## src/hdl/led_ctrl_pkg.sv

```systemverilog
package led_ctrl_pkg;
   // Serial port device address, seven bits
   localparam logic [6:0] DEV_ADDR      = 7'h1B;
   // Data register indices carried by the index byte
   localparam logic [1:0] IDX_MAIN      = 2'h0;
   localparam logic [1:0] IDX_CAMERA    = 2'h1;
   localparam logic [1:0] IDX_AUX_CTL   = 2'h2;
   // Camera byte fields
   localparam int         CAM_HI_LSB    = 4;
   localparam int         CAM_LO_LSB    = 0;
   // Auxiliary/control byte fields
   localparam int         AUX_LVL_LSB   = 0;
   localparam int         CTL_SER_SEL   = 2;
   localparam int         CTL_SER_HI    = 3;
   localparam int         CTL_GPO_MODE  = 4;
   localparam int         CTL_GPO_LEVEL = 5;
   // Bit counter landmarks
   localparam logic [3:0] BIT_LAST      = 4'h7;
   localparam logic [3:0] BIT_ACK       = 4'h8;
   localparam logic [3:0] BIT_ACK_DONE  = 4'h9;
   // Values after reset or under-voltage
   localparam logic [7:0] RST_BYTE      = 8'h00;
   localparam logic [3:0] RST_NIB       = 4'h0;
   localparam logic [1:0] RST_AUX       = 2'h0;
   // Pump mode codes
   localparam logic [1:0] PUMP_1X       = 2'h0;
   localparam logic [1:0] PUMP_1P5X     = 2'h1;
   localparam logic [1:0] PUMP_2X       = 2'h2;
   // Synchronised input lanes
   localparam int         SYNC_N        = 4;
   localparam int         LANE_SCL      = 0;
   localparam int         LANE_SDA      = 1;
   localparam int         LANE_CAM      = 2;
   localparam int         LANE_DROP     = 3;
   typedef enum logic [2:0] {st_idle, st_addr, st_index, st_data, st_skip} port_state_e;
endpackage : led_ctrl_pkg

```

## src/hdl/in_sync.sv

```systemverilog
module in_sync
(
   // Clock and reset
   input  wire logic ref_clk,
   input  wire logic rst_n,
   input  wire logic clk_en,
   // Asynchronous level in, clean level out
   input  wire logic async_in,
   output logic      sync_out
);
   logic meta_ff;

   // Second stage is the only reader of the first
   always_ff @(posedge ref_clk or negedge rst_n)
   begin
      if (!rst_n)
      begin
         meta_ff  <= 1'b0;
         sync_out <= 1'b0;
      end
      else if (clk_en)
      begin
         meta_ff  <= async_in;
         sync_out <= meta_ff;
      end
   end
endmodule : in_sync

```

## src/hdl/led_brightness_control_regs.sv

```systemverilog
// What this block does
// - Hold eight-bit main brightness code, 256 levels, shared by all main outputs.
// - Main brightness zero disables every main output.
// - Hold two-bit auxiliary code, four levels, written over the serial port.
// - Auxiliary output may act as general purpose output set by writes.
// - Digital supply under-voltage forces all registers to zero.
// - Two four-bit camera registers, high and low level, 16 steps each.
// - Active camera register chosen by serial setting or by select pin.
// - Active camera code zero disables all camera outputs.
// - Select pin high uses high register, low uses low register.
// - Select pin falling edge returns pump mode to 1x.
// - One serial data bit is shifted in per serial clock.
// - Dropout steps pump 1x to 1.5x, later dropout to 2x.
// - Any brightness update over the serial port returns pump to 1x.
// - Bytes arrive most significant bit first, sampled on rising clock.
// - Stop after a data write pulses load, copying all registers at once.
module led_brightness_control_regs
(
   // Clock, reset, enable
   input  wire logic       ref_clk,
   input  wire logic       rst_n,
   input  wire logic       clk_en,
   // Supply monitor, high while digital supply is good
   input  wire logic       digital_supply_ok,
   // Serial port pins
   input  wire logic       scl_i,
   input  wire logic       sda_i,
   output logic            sda_o,
   output logic            sda_oe,
   // Camera select pin and dropout indication
   input  wire logic       camera_level_select,
   input  wire logic       dropout_i,
   // Converter codes and enables
   output logic [7:0]      main_level,
   output logic            main_enable,
   output logic [3:0]      camera_level,
   output logic            camera_enable,
   output logic [1:0]      aux_level,
   output logic            aux_gpo,
   // Pump mode and load strobe
   output logic [1:0]      pump_output,
   output logic            load_strobe
);
   logic [led_ctrl_pkg::SYNC_N-1:0] raw_in;
   logic [led_ctrl_pkg::SYNC_N-1:0] syn_in;
   logic [led_ctrl_pkg::SYNC_N-1:0] prev_ff;
   logic                            uv_clr;
   logic                            scl_rise;
   logic                            scl_fall;
   logic                            start_det;
   logic                            stop_det;
   logic                            drop_rise;
   logic                            cam_fall;
   logic                            ok_sync;
   logic [7:0]                      byte_in;
   led_ctrl_pkg::port_state_e       state_ff;
   logic [3:0]                      bit_cnt_ff;
   logic [7:0]                      shift_ff;
   logic                            ack_pend_ff;
   logic [1:0]                      index_ff;
   logic                            wrote_ff;
   logic [7:0]                      main_sh_ff;
   logic [7:0]                      cam_sh_ff;
   logic [7:0]                      ctl_sh_ff;
   logic [7:0]                      main_dac_ff;
   logic [7:0]                      cam_dac_ff;
   logic [7:0]                      ctl_dac_ff;
   logic [3:0]                      nxt_cam;

   function automatic logic nonzero(input logic [7:0] v);
      nonzero = (v != led_ctrl_pkg::RST_BYTE);
   endfunction : nonzero

   assign raw_in[led_ctrl_pkg::LANE_SCL]  = scl_i;
   assign raw_in[led_ctrl_pkg::LANE_SDA]  = sda_i;
   assign raw_in[led_ctrl_pkg::LANE_CAM]  = camera_level_select;
   assign raw_in[led_ctrl_pkg::LANE_DROP] = dropout_i;

   genvar gi;
   generate
      for (gi = 0; gi < led_ctrl_pkg::SYNC_N; gi++)
      begin : g_sync
         in_sync u_sync
         (
            .ref_clk  (ref_clk),
            .rst_n    (rst_n),
            .clk_en   (clk_en),
            .async_in (raw_in[gi]),
            .sync_out (syn_in[gi])
         );
      end
   endgenerate

   in_sync u_supply
   (
      .ref_clk  (ref_clk),
      .rst_n    (rst_n),
      .clk_en   (clk_en),
      .async_in (digital_supply_ok),
      .sync_out (ok_sync)
   );

   assign uv_clr = !ok_sync;

   // Edges are taken from the clean copies only
   always_ff @(posedge ref_clk or negedge rst_n)
   begin
      if (!rst_n)
         prev_ff <= '0;
      else if (clk_en)
         prev_ff <= syn_in;
   end

   assign scl_rise  = syn_in[led_ctrl_pkg::LANE_SCL] & ~prev_ff[led_ctrl_pkg::LANE_SCL];
   assign scl_fall  = ~syn_in[led_ctrl_pkg::LANE_SCL] & prev_ff[led_ctrl_pkg::LANE_SCL];
   assign start_det = syn_in[led_ctrl_pkg::LANE_SCL] & prev_ff[led_ctrl_pkg::LANE_SCL]
                      & ~syn_in[led_ctrl_pkg::LANE_SDA] & prev_ff[led_ctrl_pkg::LANE_SDA];
   assign stop_det  = syn_in[led_ctrl_pkg::LANE_SCL] & prev_ff[led_ctrl_pkg::LANE_SCL]
                      & syn_in[led_ctrl_pkg::LANE_SDA] & ~prev_ff[led_ctrl_pkg::LANE_SDA];
   assign cam_fall  = ~syn_in[led_ctrl_pkg::LANE_CAM] & prev_ff[led_ctrl_pkg::LANE_CAM];
   assign drop_rise = syn_in[led_ctrl_pkg::LANE_DROP] & ~prev_ff[led_ctrl_pkg::LANE_DROP];
   assign byte_in   = {shift_ff[6:0], syn_in[led_ctrl_pkg::LANE_SDA]};

   // Serial port framing, bit counting and acknowledge
   always_ff @(posedge ref_clk or negedge rst_n)
   begin
      if (!rst_n)
      begin
         state_ff    <= led_ctrl_pkg::st_idle;
         bit_cnt_ff  <= '0;
         shift_ff    <= led_ctrl_pkg::RST_BYTE;
         ack_pend_ff <= 1'b0;
         sda_oe      <= 1'b0;
         index_ff    <= '0;
      end
      else if (clk_en)
      begin
         if (uv_clr || stop_det)
         begin
            state_ff    <= led_ctrl_pkg::st_idle;
            bit_cnt_ff  <= '0;
            shift_ff    <= led_ctrl_pkg::RST_BYTE;
            ack_pend_ff <= 1'b0;
            sda_oe      <= 1'b0;
            index_ff    <= '0;
         end
         else if (start_det)
         begin
            // Repeated start restarts address phase
            state_ff    <= led_ctrl_pkg::st_addr;
            bit_cnt_ff  <= '0;
            ack_pend_ff <= 1'b0;
            sda_oe      <= 1'b0;
         end
         else if (state_ff != led_ctrl_pkg::st_idle)
         begin
            if (scl_rise)
            begin
               if (bit_cnt_ff < led_ctrl_pkg::BIT_LAST)
               begin
                  shift_ff   <= byte_in;
                  bit_cnt_ff <= bit_cnt_ff + 4'h1;
               end
               else if (bit_cnt_ff == led_ctrl_pkg::BIT_LAST)
               begin
                  shift_ff   <= byte_in;
                  bit_cnt_ff <= led_ctrl_pkg::BIT_ACK;
                  case (state_ff)
                     led_ctrl_pkg::st_addr:
                     begin
                        // Only writes to our address are acknowledged
                        if (byte_in[7:1] == led_ctrl_pkg::DEV_ADDR && !byte_in[0])
                        begin
                           ack_pend_ff <= 1'b1;
                           state_ff    <= led_ctrl_pkg::st_index;
                        end
                        else
                        begin
                           ack_pend_ff <= 1'b0;
                           state_ff    <= led_ctrl_pkg::st_skip;
                        end
                     end
                     led_ctrl_pkg::st_index:
                     begin
                        ack_pend_ff <= 1'b1;
                        index_ff    <= byte_in[1:0];
                        state_ff    <= led_ctrl_pkg::st_data;
                     end
                     led_ctrl_pkg::st_data:
                     begin
                        // Index walks forward so one frame can fill all registers
                        ack_pend_ff <= 1'b1;
                        index_ff    <= index_ff + 2'h1;
                     end
                     led_ctrl_pkg::st_skip:
                        ack_pend_ff <= 1'b0;
                     default:
                        ack_pend_ff <= 1'b0;
                  endcase
               end
               else if (bit_cnt_ff == led_ctrl_pkg::BIT_ACK)
                  bit_cnt_ff <= led_ctrl_pkg::BIT_ACK_DONE;
            end
            else if (scl_fall)
            begin
               if (bit_cnt_ff == led_ctrl_pkg::BIT_ACK)
                  sda_oe <= ack_pend_ff;
               else if (bit_cnt_ff == led_ctrl_pkg::BIT_ACK_DONE)
               begin
                  sda_oe     <= 1'b0;
                  bit_cnt_ff <= '0;
               end
            end
         end
      end
   end

   // Acknowledge is always a driven low
   always_ff @(posedge ref_clk or negedge rst_n)
   begin
      if (!rst_n)
         sda_o <= 1'b0;
      else if (clk_en)
         sda_o <= 1'b0;
   end

   // Data registers written as each data byte completes
   always_ff @(posedge ref_clk or negedge rst_n)
   begin
      if (!rst_n)
      begin
         main_sh_ff <= led_ctrl_pkg::RST_BYTE;
         cam_sh_ff  <= led_ctrl_pkg::RST_BYTE;
         ctl_sh_ff  <= led_ctrl_pkg::RST_BYTE;
         wrote_ff   <= 1'b0;
      end
      else if (clk_en)
      begin
         if (uv_clr)
         begin
            main_sh_ff <= led_ctrl_pkg::RST_BYTE;
            cam_sh_ff  <= led_ctrl_pkg::RST_BYTE;
            ctl_sh_ff  <= led_ctrl_pkg::RST_BYTE;
            wrote_ff   <= 1'b0;
         end
         else if (stop_det || start_det)
            wrote_ff <= wrote_ff & stop_det ? 1'b0 : wrote_ff;
         else if (scl_rise && state_ff == led_ctrl_pkg::st_data
                  && bit_cnt_ff == led_ctrl_pkg::BIT_LAST)
         begin
            wrote_ff <= 1'b1;
            case (index_ff)
               led_ctrl_pkg::IDX_MAIN:    main_sh_ff <= byte_in;
               led_ctrl_pkg::IDX_CAMERA:  cam_sh_ff  <= byte_in;
               led_ctrl_pkg::IDX_AUX_CTL: ctl_sh_ff  <= byte_in;
               default:                   wrote_ff   <= wrote_ff;
            endcase
         end
      end
   end

   // Load after stop, all converters at once
   always_ff @(posedge ref_clk or negedge rst_n)
   begin
      if (!rst_n)
      begin
         load_strobe <= 1'b0;
         main_dac_ff <= led_ctrl_pkg::RST_BYTE;
         cam_dac_ff  <= led_ctrl_pkg::RST_BYTE;
         ctl_dac_ff  <= led_ctrl_pkg::RST_BYTE;
      end
      else if (clk_en)
      begin
         load_strobe <= !uv_clr && stop_det && wrote_ff;
         if (uv_clr)
         begin
            main_dac_ff <= led_ctrl_pkg::RST_BYTE;
            cam_dac_ff  <= led_ctrl_pkg::RST_BYTE;
            ctl_dac_ff  <= led_ctrl_pkg::RST_BYTE;
         end
         else if (stop_det && wrote_ff)
         begin
            main_dac_ff <= main_sh_ff;
            cam_dac_ff  <= cam_sh_ff;
            ctl_dac_ff  <= ctl_sh_ff;
         end
      end
   end

   always_comb
   begin
      if (ctl_dac_ff[led_ctrl_pkg::CTL_SER_SEL])
         nxt_cam = ctl_dac_ff[led_ctrl_pkg::CTL_SER_HI] ?
                   cam_dac_ff[led_ctrl_pkg::CAM_HI_LSB +: 4] :
                   cam_dac_ff[led_ctrl_pkg::CAM_LO_LSB +: 4];
      else if (syn_in[led_ctrl_pkg::LANE_CAM])
         nxt_cam = cam_dac_ff[led_ctrl_pkg::CAM_HI_LSB +: 4];
      else
         nxt_cam = cam_dac_ff[led_ctrl_pkg::CAM_LO_LSB +: 4];
   end

   // Converter outputs, registered
   always_ff @(posedge ref_clk or negedge rst_n)
   begin
      if (!rst_n)
      begin
         main_level    <= led_ctrl_pkg::RST_BYTE;
         main_enable   <= 1'b0;
         camera_level  <= led_ctrl_pkg::RST_NIB;
         camera_enable <= 1'b0;
         aux_level     <= led_ctrl_pkg::RST_AUX;
         aux_gpo       <= 1'b0;
      end
      else if (clk_en)
      begin
         main_level    <= main_dac_ff;
         main_enable   <= nonzero(main_dac_ff);
         camera_level  <= nxt_cam;
         camera_enable <= nonzero({4'h0, nxt_cam});
         // General purpose mode drives full on or off
         aux_gpo       <= ctl_dac_ff[led_ctrl_pkg::CTL_GPO_MODE]
                          & ctl_dac_ff[led_ctrl_pkg::CTL_GPO_LEVEL];
         if (ctl_dac_ff[led_ctrl_pkg::CTL_GPO_MODE])
            aux_level <= {2{ctl_dac_ff[led_ctrl_pkg::CTL_GPO_LEVEL]}};
         else
            aux_level <= ctl_dac_ff[led_ctrl_pkg::AUX_LVL_LSB +: 2];
      end
   end

   // Pump mode; any return to 1x beats a dropout in the same cycle
   always_ff @(posedge ref_clk or negedge rst_n)
   begin
      if (!rst_n)
         pump_output <= led_ctrl_pkg::PUMP_1X;
      else if (clk_en)
      begin
         if (uv_clr || (stop_det && wrote_ff))
            pump_output <= led_ctrl_pkg::PUMP_1X;
         else if (cam_fall)
            pump_output <= led_ctrl_pkg::PUMP_1X;
         else if (drop_rise)
         begin
            case (pump_output)
               led_ctrl_pkg::PUMP_1X:   pump_output <= led_ctrl_pkg::PUMP_1P5X;
               led_ctrl_pkg::PUMP_1P5X: pump_output <= led_ctrl_pkg::PUMP_2X;
               default:                 pump_output <= led_ctrl_pkg::PUMP_2X;
            endcase
         end
      end
   end
endmodule : led_brightness_control_regs

```

## config.mk

```make
export PLATFORM = sky130hd
export DESIGN_NAME = led_brightness_control_regs
export DESIGN_NICKNAME = d
export VERILOG_FILES = /design/src/hdl/led_ctrl_pkg.sv /design/src/hdl/in_sync.sv /design/src/hdl/led_brightness_control_regs.sv
export SDC_FILE = /design/constraint.sdc
export NUM_CORES = 1
export LEC_CHECK = 0
export BUFFER_PORTS_ARGS = -buffer_cell sky130_fd_sc_hd__buf_2
export CAP_MARGIN = 20
export CORE_MARGIN = 5
export CORE_UTILIZATION = 46
export DETAILED_ROUTE_END_ITERATION = 8
export HOLD_SLACK_MARGIN = 0.08
export PLACE_DENSITY = 0.76
export SLEW_MARGIN = 0
export SYNTH_ARGS = -nofsm -noshare
export SYNTH_HDL_FRONTEND = slang
export SYNTH_SLANG_ARGS = --single-unit
```

## constraint.sdc

```tcl
create_clock -name ref_clk -period 1.9 [get_ports ref_clk]
set_input_delay 0.38 -clock ref_clk [delete_from_list [all_inputs] [get_ports ref_clk]]
set_output_delay 0.38 -clock ref_clk [all_outputs]
set_load 0.01 [all_outputs]
```

==> results.py <==
metrics = {
    "worst_hold_path": {
        "min_path_type": "primary input to flop",
        "min_from": "camera_level_select",
        "worstHoldEndpoint": "g_sync[2].u_sync.meta_ff",
        "timing.hold.worst_path_depth": 2,
    },
    "yosys": {
        "yosysWarnings": 0,
        "seq_area_frac_synth_pct": 54.0,
        "synth_cells": 419,
        "ys_ff_latch": 97,
        "synth_edf_count": 0,
        "synth_flop_cell": "dfrtp_1",
        "synth-async-reset-ratio_pct": 100,
        "synth_area_per_cell_um2": 10.7,
        "syn_area_mm2": 0.00450,
        "synth_cell_types": 49,
        "synth_nets": 437,
    },
    "critical_path": {
        "cp_data_required_time_ps": 2210,
        "arrival_ps": 2220,
        "cp_cell_sequence": "ha_2 -> buf_4 -> and3b_1 -> or3_4 -> or4_1 -> o21ai_1",
        "path_delay_family": "simple AND/OR/NAND/NOR gates",
        "startpoint_type": "flop",
        "rr_worst_depth": 6,
        "crit_slowest_cell": "dfrtp_1",
        "worstPathMaxFanout": 4,
        "crit_path_end_kind": "flop",
        "rr_endpoint": "index_ff[1]",
        "rrSetupSlack_ps": -10,
        "critPathMaxStageDelay_ps": 420,
        "path_buf_inv": 1,
        "r2r_start": "g_sync[0].u_sync.sync_out",
        "critPathKind": "flop to flop",
    },
    "sta": {
        "period_minus_slack_ps": 1910,
        "finalSetupViolCount": 1,
        "tightest_slew_ps": 519,
        "finalClockSkew_ps": 12.1,
        "slew_headroom_pct": 65.1,
        "rsz0062_at_grt": "true",
        "setup_ws_ps": -10.7,
        "hold_viol": 0,
        "drv_slew": 0,
        "period_share_pct": 101,
        "fmaxAchievable_mhz": 523,
    },
    "global_route": {
        "grt_pass1_wl_um": 15600,
        "grt_usage_pct": 16.7,
        "antenna_found_initial": 0,
        "grt-ovfl-total": 0,
        "grt_start_max_net_pins": 81,
        "grt_pass1_vias": 3158,
    },
    "cells_and_area": {
        "antenna_cells": 0,
        "syn_to_final_growth_pct": 20.5,
        "final_core_util_pct": 56.2,
        "stdcell_count": 603,
        "final_layout_size_suffix_gt1_share_pct": 30.0,
        "nets": 483,
        "mostFrequentLayoutCell": "dfrtp_1",
        "layout_common_cells": "97 x dfrtp_1, 35 x inv_1, 35 x nand2_1",
    },
    "die": {
        "rows": 36,
        "die_w_um": 109,
        "fp.dieH_um": 109,
        "core_mm2": 0.00964,
        "io_pins": 30,
        "start_util_pct": 46.6,
        "dieArea_mm2": 0.0119,
    },
    "place": {
        "gp_congestion": 0.848,
        "portBuffers": 28,
        "hpwlAfterDp_um": 6250,
        "placed_cells": 580,
        "place_ws_ps": -6.69,
    },
    "drt": {
        "vias_per_cell": 5.52,
        "wire_per_inst_um": 16.0,
        "wl_met2_um": 4590,
        "top_layer": "met4",
        "routed_wl_um": 9660,
        "drcViolationCount": 0,
        "drtAntennaViolNets": 0,
        "wl_met1_um": 4430,
        "drt_pass1_iterations": 4,
        "wl_met3_um": 423,
        "drtIter0Drc": 349,
        "routed-via-count": 3330,
    },
    "clock_network": {
        "cts_made_buffers": 9,
        "cts.path.max_buffers": 2,
        "htreeDepth": 3,
        "clock_sinks": 97,
        "worstSkewPairLatency_ps": 380,
        "path_clk_slew_ps": 100,
        "cts-root-buf": "clkbuf_8",
        "tritoncts": "yes",
    },
    "status": {
        "status": "complete, but fails checks",
        "violations": "setup timing",
    },
    "run": {
        "maxCapViolCount": 0,
    },
    "pwr": {
        "p_per_area_mw_per_mm2": 758,
        "vdd_drop_max_mv": 0.328,
        "p_leak_nw": 2.38,
    },
}
[timing repair]
item / 4_1_cts / 5_1_grt
resized for setup: 0 / 53
hold buffers: 1 / 0
pin swaps: 1 / 10
endpoints found under the hold margin: 30 / 0
cloned: 0 / 2
buffers inserted: 0 / 4
endpoints found under the setup margin: 4 / 26
[power by group]
group / total [mW] / switching, mW / internal, mW / leakage (nW)
logic: 0.527 / 0.314 / 0.213 / 0.958
registers: 2.20 / 0.0616 / 2.14 / 1.31
clock network: 1.37 / 0.752 / 0.622 / 0.105
total: 4.10 / 1.13 / 2.98 / 2.38
[metal layers]
metal  global-route usage [%]  vias up
li1                         -     1603
met1                     23.1     1641
met2                     25.7       72
met3                     3.20       14
met4                     6.94        0
met5                        0        -
[flip-flops by register name, indices dropped and copies added, names as in the netlist, 2 cells and up]
| signal | cells |
|---|---|
| aux_level | 2 |
| state_ff | 3 |
| camera_level | 4 |
| shift_ff | 7 |
| bit_cnt_ff | 4 |
| cam_sh_ff | 8 |
| cam_dac_ff | 8 |
| g_sync.u_sync.sync_out | 4 |
| index_ff | 2 |
| pump_output | 2 |
| ctl_sh_ff | 6 |
| prev_ff | 4 |
| main_dac_ff | 8 |
| main_level | 8 |
| g_sync.u_sync.meta_ff | 4 |
| main_sh_ff | 8 |
| ctl_dac_ff | 6 |
[through the flow]
step | instance area [µm²] | setup TNS, ps | total power [mW] | hold slack (ps)
after floorplan | 4500 | -10.7 | 2.53 | 84.4
after detailed placement | 4940 | -11.7 | 2.74 | 363
after global routing | 5420 | -491 | 4.28 | 212
final | 5420 | -10.7 | 4.10 | 226
after CTS | 5150 | 0 | 4.11 | 213
after global placement | 4940 | 0 | 2.72 | 365
[worst reg2reg max path, delay by kind of cell, from the launching register on]
kind,cells,cell delay [ps]
and+or+nand+nor,3,1000
DFF,1,420
AOI/OAI and AO/OA,1,90
buffers and inverters,1,130
adders and majority gates,1,210
[area by class of cell]
class	instances	area, µm²
Clock inverter	7	77.6
Inverter	35	131
Fill cell	781	4220
Tap cell	133	166
Multi-Input combinational cell	261	2020
Sequential cell	97	2430
Clock buffer	9	124
Timing Repair Buffer	61	465
[worst max-delay path by stage]
stage	cells after the start	end	from	slack [ps]
2_1_floorplan	8	main_sh_ff[2]	prev_ff[0]	-5
4_1_cts	6	index_ff[1]	prev_ff[0]	30
3_3_place_gp	8	bit_cnt_ff[2]	prev_ff[0]	70
3_5_place_dp	8	cam_sh_ff[3]	prev_ff[0]	-7
5_1_grt	6	index_ff[1]	g_sync[0].u_sync.sync_out	-80
6_report	6	index_ff[1]	g_sync[0].u_sync.sync_out	-10
[cells in the mapped netlist (all sizes together), types with 2 or more instances]
cell type	count	area share [%]
a21o	4	0.67
a22o	22	4.3
ha	10	2.8
or4	2	0.33
nor3	8	0.89
nor2b	2	0.28
nand3	29	3.2
or3	3	0.53
o21ai	23	2.6
o22ai	2	0.28
nor2	12	1.0
inv	35	2.9
a21oi	23	2.6
nor4	3	0.42
o2bb2ai	2	0.39
nand2b	4	0.56
mux2	20	5.0
a31oi	2	0.28
buf	13	1.7
o221ai	22	4.3
mux2i	8	1.8
clkbuf	13	1.1
dfrtp	97	54
nand3b	3	0.50
nand2	37	3.1
and3b	2	0.39
[logic make-up (layout without fill, tap and decap cells)]
| family | Yosys count | after routing | synth area share (%) |
|---|---|---|---|
| and+or+nand+nor | 113 | 113 | 13.1 |
| AOI/OAI and AO/OA | 107 | 107 | 17.2 |
| DFF | 97 | 97 | 54.0 |
| buffers and inverters | 61 | 112 | 5.68 |
| muxes | 28 | 28 | 6.79 |
| adders and majority gates | 10 | 10 | 2.78 |
| xor gates and xnor gates | 2 | 2 | 0.390 |
| other | 1 | 1 | 0.0834 |
(Power assumes the default switching activity.)
